--- src/ctmr_map.svh ---
// Purpose: Offsets, field positions, reset values and timing counts of the clock timer.
// Assumes: Included by its bare name from both ends of the clock timer link.
// Notes:   Definitions only.
//
// Summary of operation
// - All registers eight bits, reserved reads zero.
// - Software writes zero into reserved bits.
// - Writing one to bit 4 clears counter.
// - Cleared counter resumes if running, else holds.
// - Bit 0 run control, reset stopped.
// - Stopped counter holds its value.
// - Counter register read only, full range.
// - Bit 0 toggles 128 Hz, halving upward.
// - Software stops or double reads the counter.
// - Mask holds four enables, reset disabled.
// - Flag sets on enabled source falling edge.
// - Request driven in flag setting cycle.
// - Flags clear by writing one, reset zero.
// - Controller level triggered, cleared via block flag.
// - Software clears flags before enabling them.
// - Controller enable also needed for interrupts.
// - 256 Hz tick advances counter, reset clears.
// - Run and stop act at tick edge.
// - One shared request while any flag set.
`ifndef CTMR_MAP_SVH
`define CTMR_MAP_SVH

`define CTMR_OFS_CONTROL   16'h5000
`define CTMR_OFS_COUNT     16'h5001
`define CTMR_OFS_MASK      16'h5002
`define CTMR_OFS_FLAGS     16'h5003
`define CTMR_OFS_HOST_EN   16'h0010
`define CTMR_OFS_HOST_FLG  16'h0011

`define CTMR_BIT_RUN       0
`define CTMR_BIT_CLEAR     4
`define CTMR_MASK_BITS     8'h0F
`define CTMR_CTRL_BITS     8'h11

`define CTMR_RST_BYTE      8'h00

`define CTMR_CNT_32HZ      2
`define CTMR_CNT_8HZ       4
`define CTMR_CNT_2HZ       6
`define CTMR_CNT_1HZ       7

`define CTMR_CLK_HZ        50000000
`define CTMR_TICK_HZ       256
`define CTMR_HALF_DIV      (`CTMR_CLK_HZ / (2 * `CTMR_TICK_HZ))

`endif

--- src/ctmr_pkg.sv ---
// Purpose: Types shared by both ends of the clock timer.
// Assumes: Nothing beyond the map header for numbers.
// Notes:   Holds types only.
package ctmr_pkg;
  typedef logic [7:0]  ctmr_byte_t;
  typedef logic [15:0] ctmr_addr_t;
  typedef logic [3:0]  ctmr_src_t;
endpackage

--- src/ctmr_if.sv ---
// Purpose: Register bus and interrupt request between clock timer and its controller.
// Assumes: One clock; read data stand the cycle after the read strobe.
// Notes:   The host modport masters the bus and receives the request.
`timescale 1ns/1ps
interface ctmr_if;
  ctmr_pkg::ctmr_addr_t addr;
  ctmr_pkg::ctmr_byte_t wdata;
  logic                 wr;
  logic                 rd;
  ctmr_pkg::ctmr_byte_t rdata;
  logic                 irq;

  modport dev  (input addr, input wdata, input wr, input rd, output rdata, output irq);
  modport host (output addr, output wdata, output wr, output rd, input rdata, input irq);
endinterface

--- src/ctmr_dev.sv ---
// Purpose: Clock timer with 8-bit count, run control, four tick interrupts.
// Assumes: Bus strobes one cycle long and synchronous to CLOCK_I.
// Notes:   The 256 Hz signal is a square wave built from enable pulses.
//
// The strobed register port was decided locally.
`timescale 1ns/1ps
`include "ctmr_map.svh"
module ctmr_dev #(
  parameter int unsigned HALF_DIV = `CTMR_HALF_DIV
) (
  input  wire logic CLOCK_I,
  input  wire logic SYS_RST_I,
  input  wire logic OSC_ON_I,
  output logic      TICK_256_O,
  ctmr_if.dev       bus
);

  // Last divider count of a half period, cut to the divider's width on purpose.
  localparam logic [31:0] half_last = 32'(HALF_DIV - 1);

  // Divider state and the 256 Hz square wave.
  logic [31:0]          div_q;
  logic [31:0]          div_d;
  logic                 half_pulse;
  logic                 sq256_q;
  logic                 tick_fall;

  // Software visible state.
  logic                 run_req_q;
  logic                 run_d;
  logic                 run_act_q;
  ctmr_pkg::ctmr_byte_t cnt_q;
  ctmr_pkg::ctmr_byte_t cnt_d;
  ctmr_pkg::ctmr_src_t  mask_q;
  ctmr_pkg::ctmr_src_t  flag_q;
  ctmr_pkg::ctmr_src_t  flag_clr;
  ctmr_pkg::ctmr_src_t  flag_d;
  ctmr_pkg::ctmr_byte_t rdata_q;
  ctmr_pkg::ctmr_byte_t rdata_d;

  // Decoded accesses.
  logic                 wr_ctrl;
  logic                 wr_mask;
  logic                 wr_flag;
  logic                 clear_cnt;
  logic                 advance;
  ctmr_pkg::ctmr_byte_t cnt_next;
  ctmr_pkg::ctmr_src_t  src_fall;
  ctmr_pkg::ctmr_byte_t rd_value;

  // True when an access hits the given register offset.
  function automatic logic hit(input ctmr_pkg::ctmr_addr_t a, input ctmr_pkg::ctmr_addr_t ofs);
    hit = (a == ofs);
  endfunction

  // Picks the four interrupt sources out of a count value, 32 Hz in bit 3.
  function automatic ctmr_pkg::ctmr_src_t sources(input ctmr_pkg::ctmr_byte_t c);
    sources = {c[`CTMR_CNT_32HZ], c[`CTMR_CNT_8HZ], c[`CTMR_CNT_2HZ], c[`CTMR_CNT_1HZ]};
  endfunction

  // Next divider count. Holding it at zero while the slow oscillator is off makes the
  // first half period after a restart full length; the partial period already counted
  // is given up for that, so the first tick after a restart may come up to a half period late.
  always_comb begin
    div_d = div_q + 32'h0000_0001;
    if (!OSC_ON_I || half_pulse) begin
      div_d = 32'h0000_0000;
    end
  end

  // Half period divider; it is held at zero while the slow oscillator is off.
  always_ff @(posedge CLOCK_I or posedge SYS_RST_I) begin
    if (SYS_RST_I) begin
      div_q <= 32'h0000_0000;
    end else begin
      div_q <= div_d;
    end
  end

  assign half_pulse = OSC_ON_I && (div_q == half_last);

  // The square wave toggles every half period; the counter works on its falling edge.
  always_ff @(posedge CLOCK_I or posedge SYS_RST_I) begin
    if (SYS_RST_I) begin
      sq256_q <= 1'b0;
    end else if (half_pulse) begin
      sq256_q <= ~sq256_q;
    end
  end

  assign tick_fall  = half_pulse && sq256_q;
  assign TICK_256_O = sq256_q;

  // Register decode. Writes outside the map are dropped silently.
  assign wr_ctrl   = bus.wr && hit(bus.addr, `CTMR_OFS_CONTROL);
  assign wr_mask   = bus.wr && hit(bus.addr, `CTMR_OFS_MASK);
  assign wr_flag   = bus.wr && hit(bus.addr, `CTMR_OFS_FLAGS);
  assign clear_cnt = wr_ctrl && bus.wdata[`CTMR_BIT_CLEAR];

  // Next run request; only a control write changes it, and control reads it ORed with the active run state.
  // A stop request still waits for a tick fall, so with the oscillator off it never lands.
  always_comb begin
    run_d = run_req_q;
    if (wr_ctrl) begin
      run_d = bus.wdata[`CTMR_BIT_RUN];
    end
  end

  // The run request is what software wrote.
  always_ff @(posedge CLOCK_I or posedge SYS_RST_I) begin
    if (SYS_RST_I) begin
      run_req_q <= 1'b0;
    end else begin
      run_req_q <= run_d;
    end
  end

  // The request is only obeyed on a falling tick edge, so a stop still lets one increment through.
  always_ff @(posedge CLOCK_I or posedge SYS_RST_I) begin
    if (SYS_RST_I) begin
      run_act_q <= 1'b0;
    end else if (tick_fall) begin
      run_act_q <= run_req_q;
    end
  end

  assign advance  = tick_fall && run_act_q;
  assign cnt_next = cnt_q + 8'h01;

  // Next count; clear wins over an increment in the same cycle, though that increment's source edges still reach the flags.
  always_comb begin
    cnt_d = cnt_q;
    if (clear_cnt) begin
      cnt_d = `CTMR_RST_BYTE;
    end else if (advance) begin
      cnt_d = cnt_next;
    end
  end

  // Binary up-counter register.
  always_ff @(posedge CLOCK_I or posedge SYS_RST_I) begin
    if (SYS_RST_I) begin
      cnt_q <= `CTMR_RST_BYTE;
    end else begin
      cnt_q <= cnt_d;
    end
  end
  // A stopped counter simply sees no advance and keeps its value.

  // A source falls when its count bit goes from one to zero on an increment.
  assign src_fall = advance ? (sources(cnt_q) & ~sources(cnt_next)) : 4'h0;

  // Interrupt enables; reserved bits are not stored.
  always_ff @(posedge CLOCK_I or posedge SYS_RST_I) begin
    if (SYS_RST_I) begin
      mask_q <= 4'h0;
    end else if (wr_mask) begin
      mask_q <= bus.wdata[3:0];
    end
  end

  // Next flags: the write-one clear is applied first and new events are ORed on top,
  // so an event and its clear in the same cycle leave the flag set and nothing is lost.
  always_comb begin
    flag_clr = wr_flag ? bus.wdata[3:0] : 4'h0;
    flag_d   = (flag_q & ~flag_clr) | (src_fall & mask_q);
  end

  // Sticky flags.
  always_ff @(posedge CLOCK_I or posedge SYS_RST_I) begin
    if (SYS_RST_I) begin
      flag_q <= 4'h0;
    end else begin
      flag_q <= flag_d;
    end
  end

  // The shared request follows the flags, so it rises with the flag itself.
  assign bus.irq = |flag_q;

  // Read mux; the clear bit and all reserved bits read zero. The count is taken straight
  // from its register, so a read while running is always a settled value, though portable
  // software should still stop the counter or read it twice.
  always_comb begin
    rd_value = `CTMR_RST_BYTE;
    unique case (bus.addr)
      `CTMR_OFS_CONTROL: rd_value = {7'h00, run_req_q | run_act_q};
      `CTMR_OFS_COUNT:   rd_value = cnt_q;
      `CTMR_OFS_MASK:    rd_value = {4'h0, mask_q};
      `CTMR_OFS_FLAGS:   rd_value = {4'h0, flag_q};
      default:           rd_value = `CTMR_RST_BYTE;
    endcase
  end

  // Read data are zero outside their slot, so a late sample never looks like a register.
  always_comb begin
    rdata_d = `CTMR_RST_BYTE;
    if (bus.rd) begin
      rdata_d = rd_value;
    end
  end

  // Read data stand for exactly the cycle after the strobe.
  always_ff @(posedge CLOCK_I or posedge SYS_RST_I) begin
    if (SYS_RST_I) begin
      rdata_q <= `CTMR_RST_BYTE;
    end else begin
      rdata_q <= rdata_d;
    end
  end

  // The count register ignores writes entirely since it is never decoded for writing.
  assign bus.rdata = rdata_q;

endmodule // ctmr_dev

--- src/flat_wrapper.sv ---
// flat-port wrapper written by rule: the top's interface ports become plain ports
module ctmr_dev_flat 
#(
  parameter int unsigned HALF_DIV = `CTMR_HALF_DIV
)
  (CLOCK_I, SYS_RST_I, OSC_ON_I, TICK_256_O, bus_addr, bus_wdata, bus_wr, bus_rd, bus_rdata, bus_irq);
  ctmr_if bus_i ();
  input  wire logic CLOCK_I;
  input  wire logic SYS_RST_I;
  input  wire logic OSC_ON_I;
  output logic TICK_256_O;
  input wire logic [$bits(bus_i.addr)-1:0] bus_addr;
  input wire logic [$bits(bus_i.wdata)-1:0] bus_wdata;
  input wire logic [$bits(bus_i.wr)-1:0] bus_wr;
  input wire logic [$bits(bus_i.rd)-1:0] bus_rd;
  output wire logic [$bits(bus_i.rdata)-1:0] bus_rdata;
  output wire logic [$bits(bus_i.irq)-1:0] bus_irq;
  assign bus_i.addr = bus_addr;
  assign bus_i.wdata = bus_wdata;
  assign bus_i.wr = bus_wr;
  assign bus_i.rd = bus_rd;
  assign bus_rdata = bus_i.rdata;
  assign bus_irq = bus_i.irq;
  ctmr_dev #(.HALF_DIV(HALF_DIV)) u_core (.CLOCK_I(CLOCK_I), .SYS_RST_I(SYS_RST_I), .OSC_ON_I(OSC_ON_I), .TICK_256_O(TICK_256_O), .bus(bus_i));
endmodule
--- config.mk ---
export PLATFORM = sky130hd
export DESIGN_NAME = ctmr_dev_flat
export DESIGN_NICKNAME = d
export VERILOG_FILES = /design/src/ctmr_pkg.sv /design/src/ctmr_if.sv /design/src/ctmr_dev.sv /design/src/flat_wrapper.sv
export VERILOG_INCLUDE_DIRS = /design/src
export SDC_FILE = /design/constraint.sdc
export NUM_CORES = 1
export LEC_CHECK = 0
export BUFFER_PORTS_ARGS = -buffer_cell sky130_fd_sc_hd__buf_2
export CAP_MARGIN = 15
export CORE_MARGIN = 1
export CORE_UTILIZATION = 54
export DETAILED_ROUTE_END_ITERATION = 6
export PLACE_DENSITY = 0.72
export SLEW_MARGIN = 10
export SYNTH_ARGS = -nofsm -noshare
export SYNTH_HDL_FRONTEND = slang
export SYNTH_SLANG_ARGS = --single-unit
--- constraint.sdc ---
create_clock -name CLOCK_I -period 2.11 [get_ports CLOCK_I]
set_input_delay 0.422 -clock CLOCK_I [delete_from_list [all_inputs] [get_ports CLOCK_I]]
set_output_delay 0.422 -clock CLOCK_I [all_outputs]
set_load 0.01 [all_outputs]
==> flow_metrics.env, run 1 <==
export IMPL_fin_cells=449
export IMPL_max_slew_margin_pct=68.5
export IMPL_ir_drop_uv=362
export IMPL_final_cell_mix="59 x dfrtp_1, 35 x buf_2, 30 x nor2_1"
export IMPL_seq_area_frac_synth_pct=44.5
export IMPL_p_per_area_nw_per_um2=584
export IMPL_antenna_found_initial=0
export IMPL_cts_inserted_buffers=9
export IMPL_status="finished clean"
export IMPL_final_common_cell="dfrtp_1"
export IMPL_period_minus_slack_ns=1.85
export IMPL_ant_nets=0
export IMPL_synth_cell_type_count=45
export IMPL_h_tree_depth=3
export IMPL_worstPathMaxFanout=10
export IMPL_first_iter_violations=105
export IMPL_wirelength_mm=7.25
export IMPL_startpoint_type="register"
export IMPL_cap_violations=0
export IMPL_cts_tree="yes"
export IMPL_drv_slew=0
export IMPL_setup_violations=0
export IMPL_die_y_um=80.3
export IMPL_grt_pass1_wl_mm=12.2
export IMPL_routed_via_density=6.17
export IMPL_sw_frac_of_total_pct=23.0
export IMPL_fin_crit_sh_pct=87.6
export IMPL_cp_required_ns=2.37
export IMPL_start_util_pct=56.0
export IMPL_die_area_um2=6460
export IMPL_ff_latch_area_um2=1480
export IMPL_r2r_slack_ns=0.26
export IMPL_ys_flop_type="dfrtp_1"
export IMPL_ys_warn_count=0
export IMPL_grt_max_degree=60
export IMPL_syn_area_per_cell_um2=9.95
export IMPL_async_flop_share_pct=100
export IMPL_tns_ns=0
export IMPL_fillers=485
export IMPL_crit_type="reg -> reg"
export IMPL_synth_edf_count=0
export IMPL_drive_gt1_share_pct=23.0
export IMPL_p_seq_share_pct=52.1
export IMPL_syn_inst=333
export IMPL_mappedNetlistArea_um2=3310
export IMPL_rsz0062_at_grt="no"
export IMPL_p_switching_uw=505
export IMPL_syn_num_nets=368
export IMPL_grt_pass1_vias=2703
export IMPL_skew_ns=0.00831
export IMPL_ctsHoldBuffers=0
export IMPL_finalPower_uw=2190
export IMPL_cts_resized_gates=0
export IMPL_final_nets=405
export IMPL_clock_power_share_pct=43.4
export IMPL_worst_ep_arrival_time_ns=2.11
export IMPL_tightestPinTransition_ns=0.469
export IMPL_critPathCaptureType="register"
export IMPL_finalHoldViolations=0
export IMPL_wire_per_inst_um=16.1
export IMPL_hpwl_mm=5.14
export IMPL_gp_congestion=0.841
export IMPL_placed_cells=434
export IMPL_cellLeakagePower_uw=0.00166
export IMPL_area_delta_synth_final_pct=13.2
export IMPL_ys_ff_latch=59
export IMPL_multi_input_area_um2=1700
export IMPL_grt_overflow=0
export IMPL_root_buffer="clkbuf_8"
export IMPL_clk_pin_slew_ns=0.07
export IMPL_hp_class="in -> async"
export IMPL_power_frac_comb_pct=4.5
export IMPL_diodes=0
export IMPL_cts_setup_buffers=0
export IMPL_row_count=28
export IMPL_port_buffers=35
export IMPL_core_um2=5920
export IMPL_num_vias=2772
export IMPL_pin_count=39
export IMPL_first_pass_iters=5
export IMPL_die_w_um=80.3
export IMPL_grt_total_usage_pct=25.0
export IMPL_clock_sinks=59
export IMPL_drc=0
export IMPL_clock_fmax_ghz=0.541
export IMPL_clock_path_buffers=2
export IMPL_p_int_uw=1690
export IMPL_clock_latency_ns=0.34
[cells by family after synthesis]
family	share of synthesized area [%]
compound gates	11.1
mux	3.85
xor+xnor	3.96
buf+inv	4.23
fa+ha+maj	2.26
simple gates	30.1
flops	44.5
[critical path, stage by stage, from the launching register on]
cell,delay (ns)
dfrtp_1,0.45
nor4_4,0.40
nand4_4,0.24
or4_1,0.51
a21oi_1,0.16
[flip-flops by register name, summed over array words and instances, names as in the netlist]
register,cells
u_core.div_q,32
u_core.bus.rdata,8
u_core.cnt_q,8
u_core.flag_q,4
u_core.mask_q,4
u_core.TICK_256_O,1
u_core.run_act_q,1
u_core.run_req_q,1
[path summary, 6_finish.rpt]
kind / from / endpoint / cells after the start
max: u_core.div_q[23] / u_core.cnt_q[0] / 4
min: SYS_RST_I / u_core.div_q[6] / 3
max reg2reg: u_core.div_q[23] / u_core.cnt_q[0] / 4
min reg2reg: u_core.div_q[0] / u_core.div_q[0] / 1
max in group asynchronous: SYS_RST_I / u_core.cnt_q[0] / 3
min in group CLOCK_I: bus_wdata[3] / u_core.mask_q[3] / 2
[per-stage QoR]
step	setup WS [ns]	util [%]	hold slack, ns	instance area, um^2
after floorplan	0.232	-	0.468	3310
after global placement	0.237	60.4	0.493	3570
after detailed placement	0.168	60.4	0.506	3570
after CTS	0.253	63.4	0.137	3750
after global routing	0.0828	63.4	0.155	3750
final	0.262	63.4	0.117	3750
[cells in the mapped netlist (all sizes together), types with 4 or more instances]
library cell | instances | area, um^2
xor2 | 10 | 87.6
dfrtp | 59 | 1480
mux2 | 6 | 67.6
ha | 6 | 75.1
nor4 | 6 | 67.6
o21ai | 15 | 75.1
clkbuf | 4 | 16.3
or3 | 6 | 37.5
inv | 5 | 18.8
a21oi | 25 | 125
nor2 | 30 | 113
mux2i | 6 | 60.1
buf | 16 | 105
o31ai | 17 | 128
nor4b | 7 | 86.3
and4 | 10 | 93.8
or4 | 9 | 67.6
nand4 | 26 | 199
nand2 | 15 | 58.8
xnor2 | 5 | 43.8
nand3 | 21 | 105
and3 | 12 | 77.6
[routing by layer]
layer / GRT usage (%) / part of all wire, %
met5: 0 / 0
met4: 12.5 / 2.2
met3: 5.68 / 4.2
met2: 42.7 / 50
met1: 29.3 / 44
[power groups by stage]
stage,sequential (uW),clock [uW],combinational (uW)
finish,1140,950,99.2
global route,1140,1020,113
CTS,1140,971,102
detailed placement,1160,0,102
global placement,1160,0,99.1
floorplan,1160,0,52.6
[layout make-up]
| cell class | count | area share, % |
|---|---|---|
| Multi-Input combinational cell | 249 | 45.3 |
| Sequential cell | 59 | 39.3 |
| Tap cell | 75 | 2.50 |
| Clock buffer | 13 | 4.50 |
| Inverter | 5 | 0.500 |
| Clock inverter | 2 | 0.267 |
| Timing Repair Buffer | 46 | 7.54 |
Power figures use the tool's default switching activity.
==> inputs of run 2 (changes only) <==
CORE_UTILIZATION = 31   (was 54)
PLACE_DENSITY = 0.45   (was 0.72)
==> flow_metrics.env, run 2 (synthesized netlist as in run 1, its figures left out) <==
export IMPL_final_nets=408
export IMPL_wirelength_mm=8.16
export IMPL_tightestPinTransition_ns=0.447
export IMPL_clk_pin_slew_ns=0.07
export IMPL_wire_per_inst_um=15.9
export IMPL_ir_drop_uv=361
export IMPL_hpwl_mm=5.94
export IMPL_status="finished clean"
export IMPL_area_delta_synth_final_pct=16.3
export IMPL_clock_path_buffers=2
export IMPL_cts_inserted_buffers=9
export IMPL_startpoint_type="register"
export IMPL_regMostFlops="u_core.div_q"
export IMPL_gp_congestion=0.741
export IMPL_num_vias=2684
export IMPL_diodes=0
export IMPL_cp_required_ns=2.33
export IMPL_die_area_um2=11100
export IMPL_r2r_slack_ns=0.17
export IMPL_fillers=1053
export IMPL_pin_count=39
export IMPL_cts_setup_buffers=0
export IMPL_finalHoldViolations=0
export IMPL_grt_total_usage_pct=16.4
export IMPL_final_cell_mix="59 x dfrtp_1, 35 x buf_2, 30 x nor2_1"
export IMPL_cap_violations=0
export IMPL_port_buffers=35
export IMPL_ctsHoldBuffers=0
export IMPL_cts_resized_gates=0
export IMPL_fin_crit_sh_pct=91.9
export IMPL_start_util_pct=32.1
export IMPL_grt_overflow=0
export IMPL_first_iter_violations=114
export IMPL_drc=0
export IMPL_largest_reg_flops=32
export IMPL_first_pass_iters=4
export IMPL_antenna_found_initial=0
export IMPL_final_common_cell="dfrtp_1"
export IMPL_worst_ep_arrival_time_ns=2.16
export IMPL_core_um2=10300
export IMPL_drive_gt1_share_pct=23.4
export IMPL_cellLeakagePower_uw=0.00168
export IMPL_row_count=37
export IMPL_worstPathMaxFanout=29
export IMPL_cts_tree="yes"
export IMPL_h_tree_depth=3
export IMPL_routed_via_density=5.24
export IMPL_grt_pass1_vias=2702
export IMPL_clock_fmax_ghz=0.515
export IMPL_grt_max_degree=42
export IMPL_root_buffer="clkbuf_8"
export IMPL_die_y_um=105
export IMPL_p_per_area_nw_per_um2=582
export IMPL_tns_ns=0
export IMPL_drv_slew=0
export IMPL_grt_pass1_wl_mm=14.0
export IMPL_hp_class="in -> async"
export IMPL_max_slew_margin_pct=70.1
export IMPL_period_minus_slack_ns=1.94
export IMPL_skew_ns=0.00844
export IMPL_crit_type="reg -> reg"
export IMPL_critPathCaptureType="register"
export IMPL_ant_nets=0
export IMPL_rsz0062_at_grt="no"
export IMPL_clock_latency_ns=0.35
export IMPL_holdWs_ns=0.0751
export IMPL_setup_violations=0
export IMPL_clock_sinks=59
export IMPL_die_w_um=105
## run 2: area by class of cell
cell class	count	area [um^2]	share of cell area (%)
Tap cell	136	170	4.42
Sequential cell	59	1480	38.3
Multi-Input combinational cell	249	1700	44.2
Timing Repair Buffer	49	305	7.92
Clock inverter	3	40.0	1.04
Clock buffer	11	141	3.67
Inverter	5	18.8	0.487
## run 2: final timing paths
kind                                      start               end  cells after the start
worst max register to register  u_core.div_q[0]  u_core.div_q[29]                      6
worst min-delay path                  SYS_RST_I  u_core.flag_q[2]                      2
min in group CLOCK_I               bus_wdata[2]  u_core.mask_q[2]                      2
worst max-delay path            u_core.div_q[0]  u_core.div_q[29]                      6
max in group asynchronous             SYS_RST_I  u_core.div_q[14]                      3
worst min register to register  u_core.div_q[0]   u_core.div_q[0]                      1
## run 2: stage by stage
step / worst slack [ns] / area (um^2) / instances / utilization [%] / power (uW)
3_3_place_gp: 0.163 / 3670 / 498 / 35.6 / 1270
4_1_cts: 0.165 / 3850 / 512 / 37.3 / 2280
6_report: 0.170 / 3850 / 512 / 37.3 / 2240
3_5_place_dp: 0.146 / 3670 / 498 / 35.6 / 1270
5_1_grt: 0.0415 / 3850 / 512 / 37.3 / 2340
2_1_floorplan: 0.232 / 3310 / 333 / - / 1210
## run 2: where the power goes
| group | switching, uW | leakage [uW] | internal (uW) |
|---|---|---|---|
| Clock | 438 | 0.0000950 | 560 |
| Combinational | 63.2 | 0.000761 | 38.1 |
| Sequential | 5.97 | 0.000822 | 1140 |
## run 2: per-layer routing
layer,vias to the layer above,track usage (%),part of all wire (%)
li1,1339,-,-
met1,1291,20.4,47
met2,46,27.2,48
met3,8,4.02,3.5
met4,0,6.34,1.5
met5,-,0,0
## run 2: worst max-delay path, cell delays in order, from the launching register on
cell	delay, ns
dfrtp_1	0.41
ha_1	0.23
nor4b_2	0.32
nand4_2	0.23
o21ai_2	0.34
buf_12	0.23
a21oi_1	0.06
